## src/common/brc_map.svh

```systemverilog
// Constants for the boot, reset and clock-select start-up block.
// Assumes inclusion by bare name from the core file.
`ifndef BRC_MAP_SVH
`define BRC_MAP_SVH
`define BRC_TRI_LOW 2'h0
`define BRC_TRI_HIGH 2'h1
`define BRC_TRI_FLOAT 2'h2
`define BRC_CLKSEL_XTAL 3'h0
`define BRC_CLKSEL_EXT_BIT 2
`define BRC_INIT_CPU_BIT 0
`define BRC_INIT_DEV_BIT 1
`define BRC_PLL_MULT_19M2 8'h34
`define BRC_PLL_MULT_26M 8'h26
`define BRC_PLL_MULT_38M4 8'h1A
`define BRC_PLL_MULT_52M 8'h13
`define BRC_SOFT_PULSE_CYC 4'h8
`endif

```

## src/common/brc_pkg.sv

```systemverilog
// Types for the boot, reset and clock-select start-up block.
// Does not include the map header; only the core file does.
`default_nettype none
package brc_pkg;
    typedef enum logic [2:0] {
        BRC_BOOT_ADDR_DATA_MUXED,
        BRC_BOOT_USB,
        BRC_BOOT_I2C_USB,
        BRC_BOOT_I2C,
        BRC_BOOT_SPI_USB,
        BRC_BOOT_INVALID
    } brc_boot_t;
    typedef enum logic [2:0] {
        BRC_CLK_XTAL_19M2,
        BRC_CLK_EXT_19M2,
        BRC_CLK_EXT_26M,
        BRC_CLK_EXT_38M4,
        BRC_CLK_EXT_52M,
        BRC_CLK_INVALID
    } brc_clk_t;
    typedef enum logic [1:0] {
        BRC_ST_HOLD,
        BRC_ST_SAMPLE,
        BRC_ST_RUN,
        BRC_ST_CPU_RST
    } brc_state_t;
endpackage
`default_nettype wire

```

## src/core/brc_core.sv

```systemverilog
// Start-up control: strap decode, hard reset and two kinds of soft reset.
// Assumes strap levels arrive pre-resolved as low/high/float codes.
`default_nettype none
`include "brc_map.svh"
module brc_core
    import brc_pkg::*;
(
    // Clock and reset
    input wire logic clk_sys,
    input wire logic rst_n,
    // Straps: boot pins two bits each (low, high or float), clock pins one bit each
    input wire logic [5:0] boot_select_strap,
    input wire logic [2:0] clock_select_strap,
    // Processor write to the init control register
    input wire logic init_control_wr,
    input wire logic [1:0] init_control_reg,
    // Boot handshake
    input wire logic boot_fail,
    // Results
    output var brc_boot_t boot_source,
    output logic usb_fallback_en,
    output var brc_clk_t clock_source,
    output logic osc_enable,
    output logic ext_clk_select,
    output logic [7:0] pll_mult,
    output logic io_tristate,
    output logic boot_start,
    output logic boot_io_config,
    output logic cpu_reset,
    output logic mem_clear
);
    brc_state_t state_ff, nxt_state;
    logic [3:0] cnt_ff, nxt_cnt;
    brc_boot_t boot_ff, nxt_boot;
    brc_clk_t clk_ff, nxt_clk;
    logic fb_ff, nxt_fb;
    logic osc_ff, nxt_osc;
    logic ext_ff, nxt_ext;
    logic [7:0] mult_ff, nxt_mult;
    logic tri_ff, nxt_tri;
    logic start_ff, nxt_start;
    logic iocfg_ff, nxt_iocfg;
    logic cpur_ff, nxt_cpur;
    logic memc_ff, nxt_memc;
    brc_boot_t dec_boot;
    brc_clk_t dec_clk;
    logic [7:0] dec_mult;
    logic [2:0] strap_hi;
    logic [2:0] strap_lo;
    logic [2:0] strap_fl;

    // Per-pin classification of the tri-level boot straps.
    genvar gi;
    generate
        for (gi = 0; gi < 3; gi++)
        begin : g_strap
            assign strap_lo[gi] = boot_select_strap[2*gi +: 2] == `BRC_TRI_LOW;
            assign strap_hi[gi] = boot_select_strap[2*gi +: 2] == `BRC_TRI_HIGH;
            assign strap_fl[gi] = boot_select_strap[2*gi +: 2] == `BRC_TRI_FLOAT;
        end
    endgenerate

    always_comb
    begin
        dec_boot = BRC_BOOT_INVALID;
        if (strap_fl[2] && strap_lo[1] && strap_lo[0])
            dec_boot = BRC_BOOT_ADDR_DATA_MUXED;
        else if (strap_fl[2] && strap_hi[1] && strap_hi[0])
            dec_boot = BRC_BOOT_USB;
        else if (strap_fl[2] && strap_hi[1] && strap_fl[0])
            dec_boot = BRC_BOOT_I2C_USB;
        else if (strap_hi[2] && strap_fl[1] && strap_fl[0])
            dec_boot = BRC_BOOT_I2C;
        else if (strap_lo[2] && strap_fl[1] && strap_hi[0])
            dec_boot = BRC_BOOT_SPI_USB;
    end

    always_comb
    begin
        dec_clk = BRC_CLK_INVALID;
        dec_mult = `BRC_PLL_MULT_19M2;
        if (clock_select_strap == `BRC_CLKSEL_XTAL)
            dec_clk = BRC_CLK_XTAL_19M2;
        else if (clock_select_strap[`BRC_CLKSEL_EXT_BIT])
        begin
            case (clock_select_strap[1:0])
                2'h0: dec_clk = BRC_CLK_EXT_19M2;
                2'h1: dec_clk = BRC_CLK_EXT_26M;
                2'h2: dec_clk = BRC_CLK_EXT_38M4;
                default: dec_clk = BRC_CLK_EXT_52M;
            endcase
        end
        case (dec_clk)
            BRC_CLK_EXT_26M: dec_mult = `BRC_PLL_MULT_26M;
            BRC_CLK_EXT_38M4: dec_mult = `BRC_PLL_MULT_38M4;
            BRC_CLK_EXT_52M: dec_mult = `BRC_PLL_MULT_52M;
            default: dec_mult = `BRC_PLL_MULT_19M2;
        endcase
    end

    // The power-on hold time is the board's duty; the block just waits on rst_n.
    always_comb
    begin
        nxt_state = state_ff;
        nxt_cnt = cnt_ff;
        nxt_boot = boot_ff;
        nxt_clk = clk_ff;
        nxt_fb = fb_ff;
        nxt_osc = osc_ff;
        nxt_ext = ext_ff;
        nxt_mult = mult_ff;
        nxt_tri = tri_ff;
        nxt_start = 1'b0;
        nxt_iocfg = iocfg_ff;
        nxt_cpur = cpur_ff;
        nxt_memc = 1'b0;
        case (state_ff)
            BRC_ST_HOLD:
            begin
                nxt_tri = 1'b1;
                nxt_iocfg = 1'b0;
                nxt_cpur = 1'b1;
                if (cnt_ff != 4'h0)
                    nxt_cnt = cnt_ff - 4'h1;
                else
                    nxt_state = BRC_ST_SAMPLE;
            end
            BRC_ST_SAMPLE:
            begin
                nxt_boot = dec_boot;
                nxt_clk = dec_clk;
                nxt_mult = dec_mult;
                nxt_osc = dec_clk == BRC_CLK_XTAL_19M2;
                nxt_ext = clock_select_strap[`BRC_CLKSEL_EXT_BIT];
                nxt_fb = dec_boot == BRC_BOOT_I2C_USB || dec_boot == BRC_BOOT_SPI_USB;
                nxt_tri = 1'b0;
                nxt_iocfg = 1'b1;
                nxt_start = 1'b1;
                nxt_cpur = 1'b0;
                nxt_state = BRC_ST_RUN;
            end
            BRC_ST_RUN:
            begin
                // Fallback is armed at sampling; a failure only matters when it is.
                if (boot_fail && fb_ff)
                    nxt_boot = BRC_BOOT_USB;
                if (init_control_wr && init_control_reg[`BRC_INIT_DEV_BIT])
                begin
                    // Whole-device reset wins over a simultaneous processor reset.
                    nxt_state = BRC_ST_HOLD;
                    nxt_cnt = `BRC_SOFT_PULSE_CYC;
                    nxt_tri = 1'b1;
                    nxt_iocfg = 1'b0;
                    nxt_cpur = 1'b1;
                    nxt_memc = 1'b1;
                end
                else if (init_control_wr && init_control_reg[`BRC_INIT_CPU_BIT])
                begin
                    nxt_state = BRC_ST_CPU_RST;
                    nxt_cnt = `BRC_SOFT_PULSE_CYC;
                    nxt_cpur = 1'b1;
                end
            end
            BRC_ST_CPU_RST:
            begin
                if (cnt_ff != 4'h0)
                    nxt_cnt = cnt_ff - 4'h1;
                else
                begin
                    nxt_cpur = 1'b0;
                    nxt_state = BRC_ST_RUN;
                end
            end
            default:
                nxt_state = BRC_ST_HOLD;
        endcase
    end

    always_ff @(posedge clk_sys or negedge rst_n)
    begin
        if (!rst_n)
        begin
            state_ff <= BRC_ST_HOLD;
            cnt_ff <= 4'h0;
            boot_ff <= BRC_BOOT_INVALID;
            clk_ff <= BRC_CLK_INVALID;
            fb_ff <= 1'b0;
            osc_ff <= 1'b0;
            ext_ff <= 1'b0;
            mult_ff <= `BRC_PLL_MULT_19M2;
            tri_ff <= 1'b1;
            start_ff <= 1'b0;
            iocfg_ff <= 1'b0;
            cpur_ff <= 1'b1;
            memc_ff <= 1'b0;
        end
        else
        begin
            state_ff <= nxt_state;
            cnt_ff <= nxt_cnt;
            boot_ff <= nxt_boot;
            clk_ff <= nxt_clk;
            fb_ff <= nxt_fb;
            osc_ff <= nxt_osc;
            ext_ff <= nxt_ext;
            mult_ff <= nxt_mult;
            tri_ff <= nxt_tri;
            start_ff <= nxt_start;
            iocfg_ff <= nxt_iocfg;
            cpur_ff <= nxt_cpur;
            memc_ff <= nxt_memc;
        end
    end

    assign boot_source = boot_ff;
    assign usb_fallback_en = fb_ff;
    assign clock_source = clk_ff;
    assign osc_enable = osc_ff;
    assign ext_clk_select = ext_ff;
    assign pll_mult = mult_ff;
    assign io_tristate = tri_ff;
    assign boot_start = start_ff;
    assign boot_io_config = iocfg_ff;
    assign cpu_reset = cpur_ff;
    assign mem_clear = memc_ff;

    chk_tri_in_hold: assert property (@(posedge clk_sys) disable iff (!rst_n)
        state_ff == BRC_ST_HOLD |-> io_tristate) else $error("io not tristated in hold");
    chk_release_start: assert property (@(posedge clk_sys) disable iff (!rst_n)
        state_ff == BRC_ST_SAMPLE |=> boot_start && !io_tristate && boot_io_config)
        else $error("boot not started after release");
    chk_straps_held: assert property (@(posedge clk_sys) disable iff (!rst_n)
        state_ff == BRC_ST_RUN && $past(state_ff) == BRC_ST_RUN && !boot_fail
        |-> $stable(clock_source) && $stable(pll_mult)) else $error("straps changed");
    chk_dev_reset: assert property (@(posedge clk_sys) disable iff (!rst_n)
        state_ff == BRC_ST_RUN && init_control_wr && init_control_reg[1]
        |=> io_tristate && mem_clear ##1 io_tristate[*8]) else $error("device reset");
    chk_cpu_reset: assert property (@(posedge clk_sys) disable iff (!rst_n)
        state_ff == BRC_ST_RUN && init_control_wr && init_control_reg == 2'h1
        |=> cpu_reset && !mem_clear && !io_tristate ##9 !cpu_reset)
        else $error("cpu reset");
    chk_xtal_osc: assert property (@(posedge clk_sys) disable iff (!rst_n)
        state_ff == BRC_ST_SAMPLE && clock_select_strap == 3'h0
        |=> osc_enable && !ext_clk_select) else $error("crystal not enabled");
    chk_ext_52: assert property (@(posedge clk_sys) disable iff (!rst_n)
        state_ff == BRC_ST_SAMPLE && clock_select_strap == 3'h7
        |=> clock_source == BRC_CLK_EXT_52M && pll_mult == 8'h13) else $error("52 MHz");
    chk_usb_strap: assert property (@(posedge clk_sys) disable iff (!rst_n)
        state_ff == BRC_ST_SAMPLE && boot_select_strap == 6'h25
        |=> boot_source == BRC_BOOT_USB && !usb_fallback_en) else $error("F11 decode");
    chk_spi_fallback: assert property (@(posedge clk_sys) disable iff (!rst_n)
        state_ff == BRC_ST_SAMPLE && boot_select_strap == 6'h09
        |=> boot_source == BRC_BOOT_SPI_USB && usb_fallback_en) else $error("0F1 decode");
    chk_fallback_usb: assert property (@(posedge clk_sys) disable iff (!rst_n)
        state_ff == BRC_ST_RUN && boot_fail && usb_fallback_en
        |=> boot_source == BRC_BOOT_USB) else $error("no usb fallback");
endmodule
`default_nettype wire

```

## config.mk

```make
export PLATFORM = sky130hd
export DESIGN_NAME = brc_core
export DESIGN_NICKNAME = d
export VERILOG_FILES = /design/src/common/brc_pkg.sv /design/src/core/brc_core.sv
export VERILOG_INCLUDE_DIRS = /design/src /design/src/common
export SDC_FILE = /design/constraint.sdc
export NUM_CORES = 1
export LEC_CHECK = 0
export BUFFER_PORTS_ARGS = -buffer_cell sky130_fd_sc_hd__buf_4
export CAP_MARGIN = 20
export CORE_ASPECT_RATIO = 0.7
export CORE_UTILIZATION = 33
export DETAILED_ROUTE_END_ITERATION = 10
export PLACE_DENSITY = 0.59
export REMOVE_ABC_BUFFERS = 1
export SYNTH_ARGS = -nofsm -noshare
export SYNTH_HDL_FRONTEND = slang
export SYNTH_SLANG_ARGS = --single-unit
```

## constraint.sdc

```tcl
create_clock -name clk_sys -period 1.8 [get_ports clk_sys]
set_clock_uncertainty 0.05 [all_clocks]
set_input_delay 0.54 -clock clk_sys [delete_from_list [all_inputs] [get_ports clk_sys]]
set_output_delay 0.54 -clock clk_sys [all_outputs]
set_load 0.1 [all_outputs]
```

==> impl_metrics.prom <==
# TYPE chip_impl_metric gauge
chip_impl_metric{name="drt_drc_violations_left",unit=""} 0
chip_impl_metric{name="wirelength_per_cell",unit="um"} 12.3
chip_impl_metric{name="grtUsageTotal",unit="%"} 13.2
chip_impl_metric{name="htree_num_levels",unit=""} 1
chip_impl_info{name="slowest_stage",value="sky130_fd_sc_hd__dfstp_2"} 1
chip_impl_metric{name="path_max_fanout",unit=""} 3
chip_impl_metric{name="reg2reg_slack",unit="ns"} 0.12
chip_impl_metric{name="synth.avg_cell_area",unit="sq um"} 10.2
chip_impl_metric{name="buffer_and_inverter_count_on_the_worst_path",unit=""} 1
chip_impl_metric{name="fp.coreArea",unit="sq um"} 3990
chip_impl_metric{name="cp_data_required_time",unit="ns"} 1.21
chip_impl_metric{name="clock_sink_count",unit=""} 25
chip_impl_info{name="startpoint_type",value="register"} 1
chip_impl_info{name="layout_common_cells",value="sky130_fd_sc_hd__buf_4 (39), sky130_fd_sc_hd__dfrtp_1 (17), sky130_fd_sc_hd__inv_1 (15)"} 1
chip_impl_metric{name="worstSkewPairLatency",unit="ns"} 0.26
chip_impl_metric{name="dpl.hpwl",unit="mm"} 2.21
chip_impl_metric{name="rows",unit=""} 19
chip_impl_metric{name="synthesis.instances",unit=""} 137
chip_impl_metric{name="totalNegativeSetupSlack",unit="ns"} 0
chip_impl_metric{name="route.vias.total",unit=""} 1125
chip_impl_info{name="dominantRegCellSynth",value="sky130_fd_sc_hd__dfrtp_1"} 1
chip_impl_metric{name="grt_pass1_vias",unit=""} 1069
chip_impl_metric{name="boundary_pins",unit=""} 37
chip_impl_metric{name="crit_arrival",unit="ns"} 1.10
chip_impl_info{name="status",value="completed"} 1
chip_impl_metric{name="first_drt_pass_iteration_count",unit=""} 4
chip_impl_metric{name="synth_edf_count",unit=""} 0
chip_impl_metric{name="synth.yosys.seq_area_share",unit="%"} 45.5
chip_impl_metric{name="period_share",unit="%"} 94.0
chip_impl_metric{name="worst_path_depth",unit=""} 1
chip_impl_info{name="cts_tree",value="yes"} 1
chip_impl_metric{name="wire_length_of_the_first_global_routing_pass",unit="mm"} 4.67
chip_impl_metric{name="clk_path_buf_depth",unit=""} 2
chip_impl_metric{name="die_h",unit="um"} 56.4
chip_impl_metric{name="flow.area_growth_from_synthesis",unit="%"} 26.4
chip_impl_info{name="hold_path.class",value="primary input to asynchronous set/reset pin"} 1
chip_impl_metric{name="clock.fmax",unit="GHz"} 0.591
chip_impl_metric{name="finalWeightedCongestion",unit=""} 0.782
chip_impl_metric{name="grt.overflow.total",unit=""} 0
chip_impl_metric{name="synthesis.yosys.warnings",unit=""} 0
chip_impl_info{name="most_common_cell_after_layout_fill_and_taps_aside",value="sky130_fd_sc_hd__buf_4"} 1
chip_impl_metric{name="clkSlewWorstSetupHoldPaths",unit="ns"} 0.08
chip_impl_metric{name="timing.final.hold_violations",unit=""} 0
chip_impl_metric{name="drt_wl_total",unit="mm"} 2.78
chip_impl_metric{name="layout-drive-gt1-share",unit="%"} 34.5
chip_impl_info{name="setup.worst_path.start",value="pll_mult[2]"} 1
chip_impl_metric{name="min_period",unit="ns"} 1.69
chip_impl_metric{name="start_util",unit="%"} 35.0
chip_impl_metric{name="syn-cell-area",unit="sq um"} 1400
chip_impl_metric{name="die_width",unit="um"} 79.8
chip_impl_metric{name="finalNetCount",unit=""} 199
chip_impl_metric{name="die_area",unit="sq um"} 4500
chip_impl_metric{name="worstRegToRegCells",unit=""} 5
chip_impl_metric{name="clock_buffers_created_by_tritoncts",unit=""} 3
chip_impl_metric{name="synth.distinct_cells",unit=""} 45
chip_impl_metric{name="number_of_buffers_inserted_by_hold_repair_at_cts",unit=""} 0
chip_impl_info{name="setup.worst_path.end_class",value="output pin"} 1
chip_impl_metric{name="post-cts-setup-buffer-count",unit=""} 0
chip_impl_metric{name="ctsResizeCount",unit=""} 0
chip_impl_metric{name="drt_iter0_drc",unit=""} 39
chip_impl_metric{name="setup_viol",unit=""} 0
chip_impl_info{name="worstReg2RegEnd",value="state_ff[1]"} 1
chip_impl_info{name="path_cells",value="buf_4"} 1
chip_impl_metric{name="synth_async_sr_flop_share",unit="%"} 100
chip_impl_metric{name="drv_slew",unit=""} 0
chip_impl_metric{name="final_antenna_net_count",unit=""} 0
chip_impl_info{name="worst_path_dominant_cell_family",value="flip-flops"} 1
chip_impl_metric{name="cap_violations",unit=""} 0
chip_impl_info{name="crit_end",value="pll_mult[5]"} 1
chip_impl_metric{name="io_buffer_count",unit=""} 34
chip_impl_info{name="clock-root-buffer",value="sky130_fd_sc_hd__clkbuf_8"} 1
chip_impl_metric{name="postSynthRegisterBits",unit=""} 25
chip_impl_metric{name="grt_antenna_before_repair",unit=""} 0
chip_impl_metric{name="crit_path_max_incr_delay",unit="ns"} 0.55
chip_impl_metric{name="grt_start_max_net_pins",unit=""} 26
chip_impl_info{name="critical_path_class",value="register to output pin"} 1
chip_impl_metric{name="antenna-diode-count",unit=""} 0
chip_impl_info{name="crit-reg2reg-launch",value="cnt_ff[0]"} 1
chip_impl_metric{name="drt-vias-per-instance",unit=""} 4.98
chip_impl_info{name="rsz0062_at_grt",value="false"} 1
## final cells by class
class / count / area (sq um)
Fill cell: 405 / 2230
Multi-Input combinational cell: 91 / 672
Sequential cell: 25 / 636
Timing Repair Buffer: 39 / 293
Tap cell: 52 / 65.1
Inverter: 15 / 56.3
Clock buffer: 4 / 45.0
## logic make-up (layout without fill, tap and decap cells)
group                      count (synthesis)  after routing  share of synthesized area [%]
AOI/OAI and AO/OA                         41             41                           20.1
xor gates and xnor gates                   1              1                          0.627
adders and majority gates                  9              9                           8.06
buffers and inverters                     22             58                           6.89
DFF                                       25             25                           45.5
muxes                                      5              5                           4.03
other                                      1              2                          0.268
and+or+nand+nor                           33             33                           14.5
## synth_stat cells (all sizes together) (2+ instances only)
library cell / instances / share of area, %
a211oi: 2 / 1.1
a21boi: 2 / 1.1
a21oi: 7 / 2.5
a22o: 2 / 1.3
a32o: 3 / 2.1
buf: 5 / 2.3
clkbuf: 2 / 0.54
dfrtp: 17 / 30
dfstp: 8 / 15
ha: 9 / 8.1
inv: 15 / 4.0
mux2: 5 / 4.0
nand2: 3 / 0.81
nand2b: 3 / 1.3
nand3: 3 / 1.1
nand4bb: 2 / 1.6
nor2: 7 / 1.9
nor2b: 2 / 0.90
nor4b: 2 / 1.3
o21ai: 8 / 2.9
o22ai: 5 / 2.2
o31ai: 3 / 1.6
or3: 2 / 0.90
or3b: 3 / 1.9
## flip-flops by register name (all words and copies together) (netlist names)
signal,count
boot_io_config,1
boot_source,3
boot_start,1
clock_source,3
cnt_ff,4
cpu_reset,1
ext_clk_select,1
io_tristate,1
mem_clear,1
osc_enable,1
pll_mult,5
state_ff,2
usb_fallback_en,1
## metal layers
metal | GRT usage, % | wire length, um | vias up
met5 | 0 | 0 | -
met4 | 2.55 | 21 | 0
met3 | 3.09 | 97 | 2
met2 | 21.5 | 1260 | 21
met1 | 18.0 | 1410 | 536
li1 | - | - | 566
## how the worst min path moves through the flow
stage	startpoint	endpoint	slack [ns]	cells past startpoint
floorplan	rst_n	boot_io_config	0.19	0
global placement	rst_n	boot_source[1]	0.41	1
detailed placement	rst_n	boot_source[1]	0.41	1
CTS	rst_n	state_ff[0]	0.12	1
global route	rst_n	cnt_ff[3]	0.13	1
finish	rst_n	state_ff[0]	0.11	1
## stage by stage
step                cells  setup WS, ns  area, sq um  hold slack (ns)  util, %
CTS                   226        0.0612         1760            0.118     44.2
global placement      222        0.0255         1720            0.408     43.0
floorplan             131        0.0466         1360            0.194        -
global route          226        0.0256         1770            0.129     44.2
detailed placement    222        0.0106         1720            0.410     43.0
finish                226         0.108         1770            0.114     44.2
Power is left out: the tool's default activity adds up to more than one toggle a clock period on the data nets, which glitch-free logic cannot reach.
